## config.mk

```make
export PLATFORM = sky130hd
export DESIGN_NAME = axi_ddr_throughput_master
export DESIGN_NICKNAME = d
export VERILOG_FILES = /design/src/ddr_tp_pkg.sv /design/src/axi_ddr_throughput_master.sv
export SDC_FILE = /design/constraint.sdc
export NUM_CORES = 1
export LEC_CHECK = 0
export BUFFER_PORTS_ARGS = -buffer_cell sky130_fd_sc_hd__buf_2
export CAP_MARGIN = 20
export CORE_MARGIN = 2
export CORE_UTILIZATION = 34
export DETAILED_ROUTE_END_ITERATION = 10
export PLACE_DENSITY = 0.69
export REMOVE_ABC_BUFFERS = 1
export SLEW_MARGIN = 10
export SYNTH_ARGS = -nofsm -noshare
export SYNTH_HDL_FRONTEND = slang
export SYNTH_SLANG_ARGS = --single-unit
```

## constraint.sdc

```tcl
create_clock -name clock_in -period 3.7 [get_ports clock_in]
set_input_delay 0.555 -clock clock_in [delete_from_list [all_inputs] [get_ports clock_in]]
set_output_delay 0.555 -clock clock_in [all_outputs]
set_load 0.05 [all_outputs]
```

## src/ddr_tp_pkg.sv

```systemverilog
// Operation
// - write count: first awvalid to final wlast
// - read count: first arvalid to final rlast
// - write addresses start zero, step 128 bytes
// - read addresses start zero, step 128 bytes
// - write an incrementing data pattern
// - read mismatch lights active-low error indicator
// - hand cycle count out after each operation
// - decode serial command into strobes and sizes
// - master takes command, lengths, address, data
// - initialise controller with tuned values over apb
// - timing in memory clocks: refresh, max active
// - controller fabric port set to axi
// - fabric logic runs from conditioned clock; here all logic runs from clock_in at CLOCK_KHZ
// - 32-bit memory data width, no ecc
// - apply 200 us memory settling time
// - sixteen-beat bursts on 64-bit data path
// - next write address without awaiting response
// - keep issuing read addresses while arready high
package ddr_tp_pkg;
   // wishbone register offsets (byte addresses)
   localparam logic [7:0] CTRL_OFS = 8'h00;
   localparam logic [7:0] STATUS_OFS = 8'h04;
   localparam logic [7:0] WCOUNT_OFS = 8'h08;
   localparam logic [7:0] RCOUNT_OFS = 8'h0C;
   // control register and command byte fields
   localparam int CTRL_WR_BIT = 0;
   localparam int CTRL_RD_BIT = 1;
   localparam int CTRL_SIZE_LSB = 4;
   localparam int CMD_READ_BIT = 7;
   localparam int CMD_SIZE_LSB = 0;
   localparam logic [2:0] MAX_SIZE_CODE = 3'h4;
   localparam logic [8:0] BURSTS_MIN = 9'h010;
   // axi burst shape
   localparam logic [7:0] AXI_LEN = 8'h0F;
   localparam logic [2:0] AXI_SIZE = 3'h3;
   localparam logic [1:0] AXI_INCR = 2'h1;
   localparam logic [3:0] LAST_BEAT_M1 = 4'hE;
   localparam logic [31:0] START_ADDR = 32'h0000_0000;
   localparam logic [31:0] BURST_BYTES = 32'h0000_0080;
   // clock rates
   localparam int CLOCK_KHZ = 20000;
   localparam int FABRIC_AXI_KHZ = 166600;
   // tuned memory timing, in memory clocks
   localparam logic [31:0] T_RAS_MIN = 32'd12;
   localparam logic [31:0] T_RAS_MAX = 32'd22528;
   localparam logic [31:0] T_RCD = 32'd5;
   localparam logic [31:0] T_RP = 32'd5;
   localparam logic [31:0] T_REFI = 32'd2592;
   localparam logic [31:0] T_RC = 32'd17;
   localparam logic [31:0] T_RFC = 32'd54;
   localparam logic [31:0] T_FAW = 32'd10;
   // settling time and its cycle count
   localparam int SETTLE_US = 200;
   localparam int SETTLE_CYCLES = (SETTLE_US * CLOCK_KHZ + 999) / 1000;
   // controller mode word fields
   localparam int MODE_DDR3_BIT = 0;
   localparam int MODE_ECC_BIT = 1;
   localparam int MODE_AXI_BIT = 2;
   localparam int MODE_WIDTH_LSB = 4;
   localparam logic [1:0] WIDTH32_CODE = 2'h2;
   localparam logic [3:0] CFG_LAST = 4'h9;
   // main sequencer states
   typedef enum logic [2:0]
   {
      ST_CFG = 3'h0,
      ST_CFG_ACC = 3'h1,
      ST_SETTLE = 3'h2,
      ST_IDLE = 3'h3,
      ST_WRITE = 3'h4,
      ST_READ = 3'h5,
      ST_REPORT = 3'h6
   } state_t;
endpackage : ddr_tp_pkg

```

## src/axi_ddr_throughput_master.sv

```systemverilog
`timescale 1ns/1ns
module axi_ddr_throughput_master
(
   input wire logic clock_in, // system clock
   input wire logic rst_in, // sync reset, high
   input wire logic wb_cyc_in, // wishbone cycle
   input wire logic wb_stb_in, // wishbone strobe
   input wire logic wb_we_in, // wishbone write
   input wire logic [7:0] wb_adr_in, // wishbone byte address
   input wire logic [3:0] wb_sel_in, // wishbone byte selects
   input wire logic [31:0] wb_dat_in, // wishbone write data
   output logic [31:0] wb_dat_out, // wishbone read data
   output logic wb_ack_out, // wishbone ack
   input wire logic cmd_valid_in, // serial command byte valid
   input wire logic [7:0] cmd_byte_in, // serial command byte
   output logic count_valid_out, // count ready for serial path
   output logic [31:0] count_out, // measured cycles
   output logic count_is_read_out, // count belongs to a read
   output logic apb_psel_out, // apb select
   output logic apb_penable_out, // apb enable
   output logic apb_pwrite_out, // apb write
   output logic [15:0] apb_paddr_out, // apb address
   output logic [31:0] apb_pwdata_out, // apb write data
   input wire logic apb_pready_in, // apb ready
   output logic axi_awvalid_out, // write address valid
   input wire logic axi_awready_in, // write address ready
   output logic [31:0] axi_awaddr_out, // write address
   output logic [7:0] axi_awlen_out, // write burst length
   output logic [2:0] axi_awsize_out, // write beat size
   output logic [1:0] axi_awburst_out, // write burst type
   output logic axi_wvalid_out, // write data valid
   input wire logic axi_wready_in, // write data ready
   output logic [63:0] axi_wdata_out, // write data
   output logic [7:0] axi_wstrb_out, // write strobes
   output logic axi_wlast_out, // last write beat
   output logic axi_bready_out, // write response ready
   output logic axi_arvalid_out, // read address valid
   input wire logic axi_arready_in, // read address ready
   output logic [31:0] axi_araddr_out, // read address
   output logic [7:0] axi_arlen_out, // read burst length
   output logic [2:0] axi_arsize_out, // read beat size
   output logic [1:0] axi_arburst_out, // read burst type
   input wire logic axi_rvalid_in, // read data valid
   input wire logic [63:0] axi_rdata_in, // read data
   input wire logic axi_rlast_in, // last read beat
   output logic axi_rready_out, // read data ready
   output logic error_led_n_out // mismatch indicator, low lit
);
   ddr_tp_pkg::state_t state_reg; // sequencer state
   ddr_tp_pkg::state_t state_next; // its next value
   logic [3:0] cfg_idx_reg; // config table entry
   logic [3:0] cfg_idx_next; // its next value
   logic [11:0] settle_reg; // settling counter
   logic [8:0] nburst_reg; // bursts in this operation
   logic [8:0] issue_reg; // addresses issued
   logic [8:0] done_reg; // bursts of data finished
   logic [3:0] beat_reg; // write beat in burst
   logic [63:0] pattern_reg; // write data and read expectation
   logic [31:0] addr_reg; // current burst address
   logic [31:0] cycles_reg; // cycle counter
   logic [31:0] wcount_reg; // last write count
   logic [31:0] rcount_reg; // last read count
   logic op_read_reg; // operation is a read

   // table of tuned controller settings, address then data
   function automatic logic [47:0] cfg_entry(input logic [3:0] idx);
      logic [31:0] mode;
      mode = 32'h0;
      mode[ddr_tp_pkg::MODE_DDR3_BIT] = 1'b1;
      mode[ddr_tp_pkg::MODE_ECC_BIT] = 1'b0; // no ecc
      mode[ddr_tp_pkg::MODE_AXI_BIT] = 1'b1; // fabric port is axi
      mode[ddr_tp_pkg::MODE_WIDTH_LSB +: 2] = ddr_tp_pkg::WIDTH32_CODE;
      unique case (idx)
         4'h0: cfg_entry = {12'h000, idx, mode};
         4'h1: cfg_entry = {12'h000, idx, ddr_tp_pkg::T_RAS_MIN};
         4'h2: cfg_entry = {12'h000, idx, ddr_tp_pkg::T_RAS_MAX};
         4'h3: cfg_entry = {12'h000, idx, ddr_tp_pkg::T_RCD};
         4'h4: cfg_entry = {12'h000, idx, ddr_tp_pkg::T_RP};
         4'h5: cfg_entry = {12'h000, idx, ddr_tp_pkg::T_REFI};
         4'h6: cfg_entry = {12'h000, idx, ddr_tp_pkg::T_RC};
         4'h7: cfg_entry = {12'h000, idx, ddr_tp_pkg::T_RFC};
         4'h8: cfg_entry = {12'h000, idx, ddr_tp_pkg::T_FAW};
         default: cfg_entry = {12'h000, idx, 32'(ddr_tp_pkg::SETTLE_US)};
      endcase
   endfunction : cfg_entry

   // decode of bus, commands and handshakes
   wire in_wr = (state_reg == ddr_tp_pkg::ST_WRITE); // write running
   wire in_rd = (state_reg == ddr_tp_pkg::ST_READ); // read running
   wire init_done = (state_reg >= ddr_tp_pkg::ST_IDLE); // controller usable
   wire wb_req = wb_cyc_in & wb_stb_in & ~wb_ack_out; // new bus request
   wire wb_ctrl_wr = wb_req & wb_we_in & (wb_adr_in == ddr_tp_pkg::CTRL_OFS) & wb_sel_in[0];
   wire sw_go = wb_ctrl_wr & (wb_dat_in[ddr_tp_pkg::CTRL_WR_BIT] | wb_dat_in[ddr_tp_pkg::CTRL_RD_BIT]);
   wire go = (state_reg == ddr_tp_pkg::ST_IDLE) & (cmd_valid_in | sw_go); // commands taken only in idle, others dropped
   wire go_read = cmd_valid_in ? cmd_byte_in[ddr_tp_pkg::CMD_READ_BIT]
                               : wb_dat_in[ddr_tp_pkg::CTRL_RD_BIT]; // read or write strobe
   wire [2:0] raw_code = cmd_valid_in ? cmd_byte_in[ddr_tp_pkg::CMD_SIZE_LSB +: 3]
                                      : wb_dat_in[ddr_tp_pkg::CTRL_SIZE_LSB +: 3]; // size field
   wire [2:0] size_code = (raw_code > ddr_tp_pkg::MAX_SIZE_CODE) ? ddr_tp_pkg::MAX_SIZE_CODE : raw_code;
   wire [8:0] nburst_m1 = nburst_reg - 9'h001; // index of final burst
   wire aw_hs = axi_awvalid_out & axi_awready_in; // write address taken
   wire ar_hs = axi_arvalid_out & axi_arready_in; // read address taken
   wire issue_last = (issue_reg == nburst_m1); // final address going out
   wire w_hs = axi_wvalid_out & axi_wready_in; // write beat taken
   wire wlast_hs = w_hs & axi_wlast_out; // write burst finished
   wire r_hs = in_rd & axi_rvalid_in & axi_rready_out; // read beat taken
   wire rlast_hs = r_hs & axi_rlast_in; // read burst finished
   wire w_final = wlast_hs & (done_reg == nburst_m1); // last wlast of operation
   wire r_final = rlast_hs & (done_reg == nburst_m1); // last rlast of operation
   wire mismatch = r_hs & (axi_rdata_in != pattern_reg); // compare against regenerated pattern
   wire apb_done = (state_reg == ddr_tp_pkg::ST_CFG_ACC) & apb_pready_in; // config write finished
   wire [47:0] cfg_now = cfg_entry(cfg_idx_next); // entry for next apb access
   assign cfg_idx_next = apb_done ? cfg_idx_reg + 4'h1 : cfg_idx_reg;
   assign axi_awaddr_out = addr_reg; // one burst address serves both channels
   assign axi_araddr_out = addr_reg;
   assign axi_wdata_out = pattern_reg; // incrementing pattern

   // wishbone read selection, unmapped reads give zero
   wire [31:0] status_word = {25'h0, state_reg, op_read_reg, ~error_led_n_out, ~init_done | in_wr | in_rd, init_done};
   wire [31:0] rd_mux = (wb_adr_in == ddr_tp_pkg::CTRL_OFS) ? {23'h0, nburst_reg} :
                        (wb_adr_in == ddr_tp_pkg::STATUS_OFS) ? status_word :
                        (wb_adr_in == ddr_tp_pkg::WCOUNT_OFS) ? wcount_reg :
                        (wb_adr_in == ddr_tp_pkg::RCOUNT_OFS) ? rcount_reg : 32'h0;

   // next state of the sequencer
   always_comb
   begin
      state_next = state_reg;
      unique case (state_reg)
         ddr_tp_pkg::ST_CFG: // apb setup phase, held until select is out
            state_next = apb_psel_out ? ddr_tp_pkg::ST_CFG_ACC : ddr_tp_pkg::ST_CFG;
         ddr_tp_pkg::ST_CFG_ACC: // apb access phase
            if (apb_done)
               state_next = (cfg_idx_reg == ddr_tp_pkg::CFG_LAST) ? ddr_tp_pkg::ST_SETTLE : ddr_tp_pkg::ST_CFG;
         ddr_tp_pkg::ST_SETTLE: // settling wait
            if (settle_reg == 12'(ddr_tp_pkg::SETTLE_CYCLES - 1))
               state_next = ddr_tp_pkg::ST_IDLE;
         ddr_tp_pkg::ST_IDLE: // wait for a command
            if (go)
               state_next = go_read ? ddr_tp_pkg::ST_READ : ddr_tp_pkg::ST_WRITE;
         ddr_tp_pkg::ST_WRITE: // write until final wlast
            if (w_final)
               state_next = ddr_tp_pkg::ST_REPORT;
         ddr_tp_pkg::ST_READ: // read until final rlast
            if (r_final)
               state_next = ddr_tp_pkg::ST_REPORT;
         ddr_tp_pkg::ST_REPORT: state_next = ddr_tp_pkg::ST_IDLE; // count handed out
         default: state_next = ddr_tp_pkg::ST_CFG; // unused code restarts init
      endcase
   end

   // sequencer, init index and settling counter
   always_ff @(posedge clock_in)
   begin
      state_reg <= rst_in ? ddr_tp_pkg::ST_CFG : state_next;
      cfg_idx_reg <= rst_in ? 4'h0 : cfg_idx_next;
      settle_reg <= (rst_in || state_reg != ddr_tp_pkg::ST_SETTLE) ? 12'h000 : settle_reg + 12'h001;
   end

   // apb master for controller initialisation
   always_ff @(posedge clock_in)
   begin
      apb_psel_out <= ~rst_in & (state_next == ddr_tp_pkg::ST_CFG || state_next == ddr_tp_pkg::ST_CFG_ACC);
      apb_penable_out <= ~rst_in & (state_next == ddr_tp_pkg::ST_CFG_ACC);
      apb_pwrite_out <= ~rst_in;
      apb_paddr_out <= rst_in ? 16'h0000 : cfg_now[47:32];
      apb_pwdata_out <= rst_in ? 32'h0000_0000 : cfg_now[31:0];
   end

   // fixed burst shape; response and read data always accepted
   always_ff @(posedge clock_in)
   begin
      axi_awlen_out <= rst_in ? 8'h00 : ddr_tp_pkg::AXI_LEN; // sixteen beats
      axi_arlen_out <= rst_in ? 8'h00 : ddr_tp_pkg::AXI_LEN;
      axi_awsize_out <= rst_in ? 3'h0 : ddr_tp_pkg::AXI_SIZE; // 64-bit beats
      axi_arsize_out <= rst_in ? 3'h0 : ddr_tp_pkg::AXI_SIZE;
      axi_awburst_out <= rst_in ? 2'h0 : ddr_tp_pkg::AXI_INCR;
      axi_arburst_out <= rst_in ? 2'h0 : ddr_tp_pkg::AXI_INCR;
      axi_wstrb_out <= rst_in ? 8'h00 : 8'hFF;
      axi_bready_out <= ~rst_in; // responses drained, never waited on
      axi_rready_out <= ~rst_in;
   end

   // address channels: issue while ready, no wait for responses
   always_ff @(posedge clock_in)
   begin
      if (rst_in || go)
         nburst_reg <= rst_in ? ddr_tp_pkg::BURSTS_MIN : ddr_tp_pkg::BURSTS_MIN << size_code; // size
      if (rst_in || go)
         issue_reg <= 9'h000;
      else if (aw_hs || ar_hs)
         issue_reg <= issue_reg + 9'h001;
      if (rst_in || go)
         addr_reg <= ddr_tp_pkg::START_ADDR; // start at zero
      else if (aw_hs || ar_hs)
         addr_reg <= addr_reg + ddr_tp_pkg::BURST_BYTES; // step 128 bytes
      if (rst_in || (aw_hs && issue_last))
         axi_awvalid_out <= 1'b0;
      else if (go && !go_read)
         axi_awvalid_out <= 1'b1; // next address without bresp
      if (rst_in || (ar_hs && issue_last))
         axi_arvalid_out <= 1'b0;
      else if (go && go_read)
         axi_arvalid_out <= 1'b1; // several reads outstanding
   end

   // write data channel and read checker share the pattern
   always_ff @(posedge clock_in)
   begin
      if (rst_in || go)
         pattern_reg <= 64'h0;
      else if (w_hs || r_hs)
         pattern_reg <= pattern_reg + 64'h1; // next expected or written value
      if (rst_in || go)
         beat_reg <= 4'h0;
      else if (w_hs)
         beat_reg <= beat_reg + 4'h1;
      if (rst_in || go)
         axi_wlast_out <= 1'b0;
      else if (w_hs)
         axi_wlast_out <= (beat_reg == ddr_tp_pkg::LAST_BEAT_M1); // sixteenth beat
      if (rst_in || w_final)
         axi_wvalid_out <= 1'b0;
      else if (go && !go_read)
         axi_wvalid_out <= 1'b1;
      if (rst_in || go)
         done_reg <= 9'h000;
      else if (wlast_hs || rlast_hs)
         done_reg <= done_reg + 9'h001;
      if (rst_in || go)
         error_led_n_out <= 1'b1; // held until next operation
      else if (mismatch)
         error_led_n_out <= 1'b0; // light indicator
   end

   // latency measurement and hand-off to the serial path
   always_ff @(posedge clock_in)
   begin
      if (rst_in || go)
         cycles_reg <= 32'h0; // in clock_in cycles of the system clock at CLOCK_KHZ
      else if (in_wr || in_rd)
         cycles_reg <= cycles_reg + 32'h1;
      if (rst_in || go)
         op_read_reg <= rst_in ? 1'b0 : go_read;
      count_valid_out <= ~rst_in & (state_reg == ddr_tp_pkg::ST_REPORT); // one pulse per operation
      if (rst_in || state_reg == ddr_tp_pkg::ST_REPORT)
         count_out <= rst_in ? 32'h0 : cycles_reg;
      if (rst_in || state_reg == ddr_tp_pkg::ST_REPORT)
         count_is_read_out <= rst_in ? 1'b0 : op_read_reg;
      if (rst_in || (state_reg == ddr_tp_pkg::ST_REPORT && !op_read_reg))
         wcount_reg <= rst_in ? 32'h0 : cycles_reg;
      if (rst_in || (state_reg == ddr_tp_pkg::ST_REPORT && op_read_reg))
         rcount_reg <= rst_in ? 32'h0 : cycles_reg;
   end

   // wishbone slave: ack one cycle after request, for one cycle
   always_ff @(posedge clock_in)
   begin
      wb_ack_out <= ~rst_in & wb_req;
      wb_dat_out <= rst_in ? 32'h0 : (wb_req ? rd_mux : wb_dat_out);
   end
endmodule : axi_ddr_throughput_master

```

==> impl_metrics.toml <==
[synth]
synth_top_cell_by_area = "sky130_fd_sc_hd__dfxtp_1"
netlist_area_sq_um = 14960
yosys_warning_count = 0
synthTopCellsByArea = "sky130_fd_sc_hd__dfxtp_1 (29%), sky130_fd_sc_hd__edfxtp_1 (21%), sky130_fd_sc_hd__xnor2_1 (6.8%)"
async_flop_share_pct = 0
yosysTopAreaCellShare_pct = 28.64
syn_area_per_cell_sq_um = 9.842
post_synth_inst_count = 1520
number_of_enable_flip_flop_cells_after_synthesis = 103
synthesized_flop_and_latch_total = 317
synth.yosys.seq_area_share_pct = 49.31
synth_most_common_cell = "sky130_fd_sc_hd__dfxtp_1"
yosys_most_used_dff = "sky130_fd_sc_hd__dfxtp_1"
ys_types = 68
post_synth_most_frequent_cells = "sky130_fd_sc_hd__dfxtp_1 (214), sky130_fd_sc_hd__nor2_1 (190), sky130_fd_sc_hd__xnor2_1 (116)"

[die]
floorplan.rows = 76
die_w_um = 213.8
design.portCount = 415
core_sq_um = 43270
start_util_pct = 34.57
overall_die_height_um = 213.8
die-area_sq_um = 45690

[clocking]
tritoncts = "done"
ctsLongestPathBuffers = 3
root_buffer = "sky130_fd_sc_hd__clkbuf_16"
tritoncts.num_buffers = 36
postCtsResizedCells = 0
cts_htree_levels = 2
cts_hold_buffers = 0
path_clk_slew_ns = 0.06
numClockSinks = 317
clock_latency_ns = 0.54
cts.repair_timing.setup_buffer_count = 0

[global_routing]
globalRoute.busiestLayer = "met2"
first_global_vias = 11060
global_route.usage.met2_pct = 28.95
grt_total_ovfl = 0
groute.usage.overall_pct = 17.20
use_met3_pct = 3.559
met1_usage_pct = 21.54
grt_start_max_net_pins = 64
antenna_found_initial = 1
grt_pass1_wl_um = 61220

[outcome]
result_of_the_run = "finished clean"

[min_path]
whs_endpoint = "axi_arvalid_out"
min-delay-path-class = "input port to register"
hold_path_depth = 2
startpoint_of_the_most_critical_hold_path = "axi_arready_in"

[sta]
timing.final.crit_period_ns = 2.733
fin_skew_ns = 0.02993
timing.max_slew.rel_slack_pct = 39.74
timing_hold_violations_final = 0
finalSetupViolations = 0
fin_crit_sh_pct = 73.87
timing_max_transition_violations_final = 0
tightest_slew_ns = 0.8965
setup_repair_after_global_routing_missed_its_margin = "no"
maxClockFrequency_mhz = 365.9

[finish]
syn2layout_area_growth_pct = 18.48
final_nets = 1916
largest_register_ffs = 64
layout.core_utilization_pct = 40.96
non_filler_cell_area_final_sq_um = 17720
drive_above_1_share_pct = 23.05

[critical_path]
critical_path_class = "register to register"
path_cells = "nand2b_1 -> buf_4 -> nor4_4 -> nand4_1 -> or3_1 -> a21oi_1"
slowest_cell_on_the_critical_path = "sky130_fd_sc_hd__dfxtp_1"
critical_path.reg2reg.endpoint = "cycles_reg[27]"
worst_path_largest_cell_delay_ns = 0.68
worstReg2RegStart = "state_reg[2]"
path_max_fanout = 13
worstPathRequired_ns = 4.16
cp_data_arrival_time_ns = 3.20
worst-r2r-cell-count = 6
setup.worst_path.start_class = "register"
setup.reg_to_reg.worst_slack_ns = 0.97
cp-end-kind = "register"

[power]
clock_share_of_power_pct = 44.8
pwr_density_cell_nw_per_um2 = 434.1
comb_power_share_pct = 7.5
switching_share_pct = 24.90
cell_internal_pwr_mw = 5.778
power.static_leakage_nw = 6.863
net-switching-power_mw = 1.916
worst_supply_voltage_drop_on_vdd_v = 0.0002646
share_seq_of_total_power_pct = 47.7

[routing]
drt-vias-per-instance = 5.023
routed_wire_length_per_instance_um = 16.88
detail_route.drc_violations = 0
via_count = 12010
antenna_left = 0
first_pass_iters = 7
drt_iter0_markers = 927
wirelength_um = 40370

[placed_design]
dpl.hpwl_um = 29070
port_buffer_count = 322
post_dp_cell_area_sq_um = 16580
place.gp.congestion = 0.9772

[run]
max_cap_violation_count = 0
==> critical path: cells and delay by family (launching register included) <==
family	cells	cell delay, ns
AND/OR/NAND/NOR	4	1.59
flip-flops	1	0.68
AO/OA/AOI/OAI	1	0.16
buffers and inverters	1	0.22
==> stage by stage <==
step	total power [mW]	std cells	setup TNS [ns]	hold WS (ns)	worst slack (ns)
finish	7.694	2391	0	0.2332	0.9669
global route	7.966	2391	0	0.2033	0.7221
CTS	7.788	2390	0	0.1970	0.9751
detailed placement	4.324	2324	0	0.4630	0.4194
global placement	4.316	2324	0	0.4363	0.4674
floorplan	4.130	1399	-670.89	0.4264	-7.469
==> layout make-up <==
type / instances / area (sq um)
clock buffer: 52 / 1023
fill: 4197 / 25540
sequential: 317 / 7377
tap: 585 / 732.0
multi-input combinational: 1055 / 6613
timing repair buffer: 340 / 1759
antenna: 1 / 2.502
inverter: 27 / 103.9
clock inverter: 14 / 112.6
==> power groups by stage <==
stage               logic, mW  registers, mW  clock network (mW)
floorplan               0.271           3.86                   0
global placement        0.574           3.74                   0
detailed placement      0.580           3.74                   0
CTS                     0.581           3.67                3.54
global route            0.615           3.67                3.68
finish                  0.580           3.67                3.44
==> how the worst max path moves through the flow <==
stage                 startpoint                end  slack, ns  cells after the start
2_1_floorplan  axi_arsize_out[0]  axi_wdata_out[59]      -7.47                      5
3_3_place_gp        wb_adr_in[1]     cycles_reg[13]       0.47                      9
3_5_place_dp        wb_adr_in[1]     cycles_reg[20]       0.42                      9
4_1_cts             state_reg[2]     cycles_reg[27]       0.98                      6
5_1_grt             state_reg[2]     cycles_reg[27]       0.72                      6
6_report            state_reg[2]     cycles_reg[27]       0.97                      6
==> logic make-up (layout without fill, tap and decap cells) <==
group           count (synthesis)  after routing  synth area share, %
simple gates                  599            599                21.29
flops                         317            317                49.31
buf+inv                       205            433                8.180
compound gates                191            191                8.339
xor+xnor                      184            184                10.86
mux                            12             12                1.062
fa+ha+maj                      11             11               0.9200
other cells                     1             59              0.02507
==> cells in the final DEF (no fill, tap or decap), drive strengths merged, types with 3 or more instances in the layout <==
cell,netlist,routed
or2,7,7
clkinv,1,11
nand4b,3,3
xor2,67,67
nor4b,3,3
inv,26,28
and4,15,15
o211ai,4,4
a31oi,3,3
nand4,71,71
nor3,25,25
and2,7,7
nor2b,36,36
ha,11,11
nor3b,5,5
and3,17,17
a2bb2oi,23,23
a22oi,28,28
buf,141,340
nand2b,3,3
conb,1,58
nor2,190,190
mux2i,8,8
or4,19,19
nand3,55,55
mux4,3,3
a21oi,65,65
xnor2,116,116
nand3b,3,3
o21ai,31,31
nand2,72,72
o31ai,17,17
edfxtp,103,103
clkbuf,37,52
dfxtp,214,214
or3,23,23
a311oi,3,3
nor4,39,39
==> per-layer routing <==
layer / vias to the layer above / routed length (um)
li1: 5762 / -
met1: 5645 / 16240
met2: 520 / 19500
met3: 82 / 3159
met4: 0 / 1470
met5: - / 0
Power figures use the tool's default switching activity.
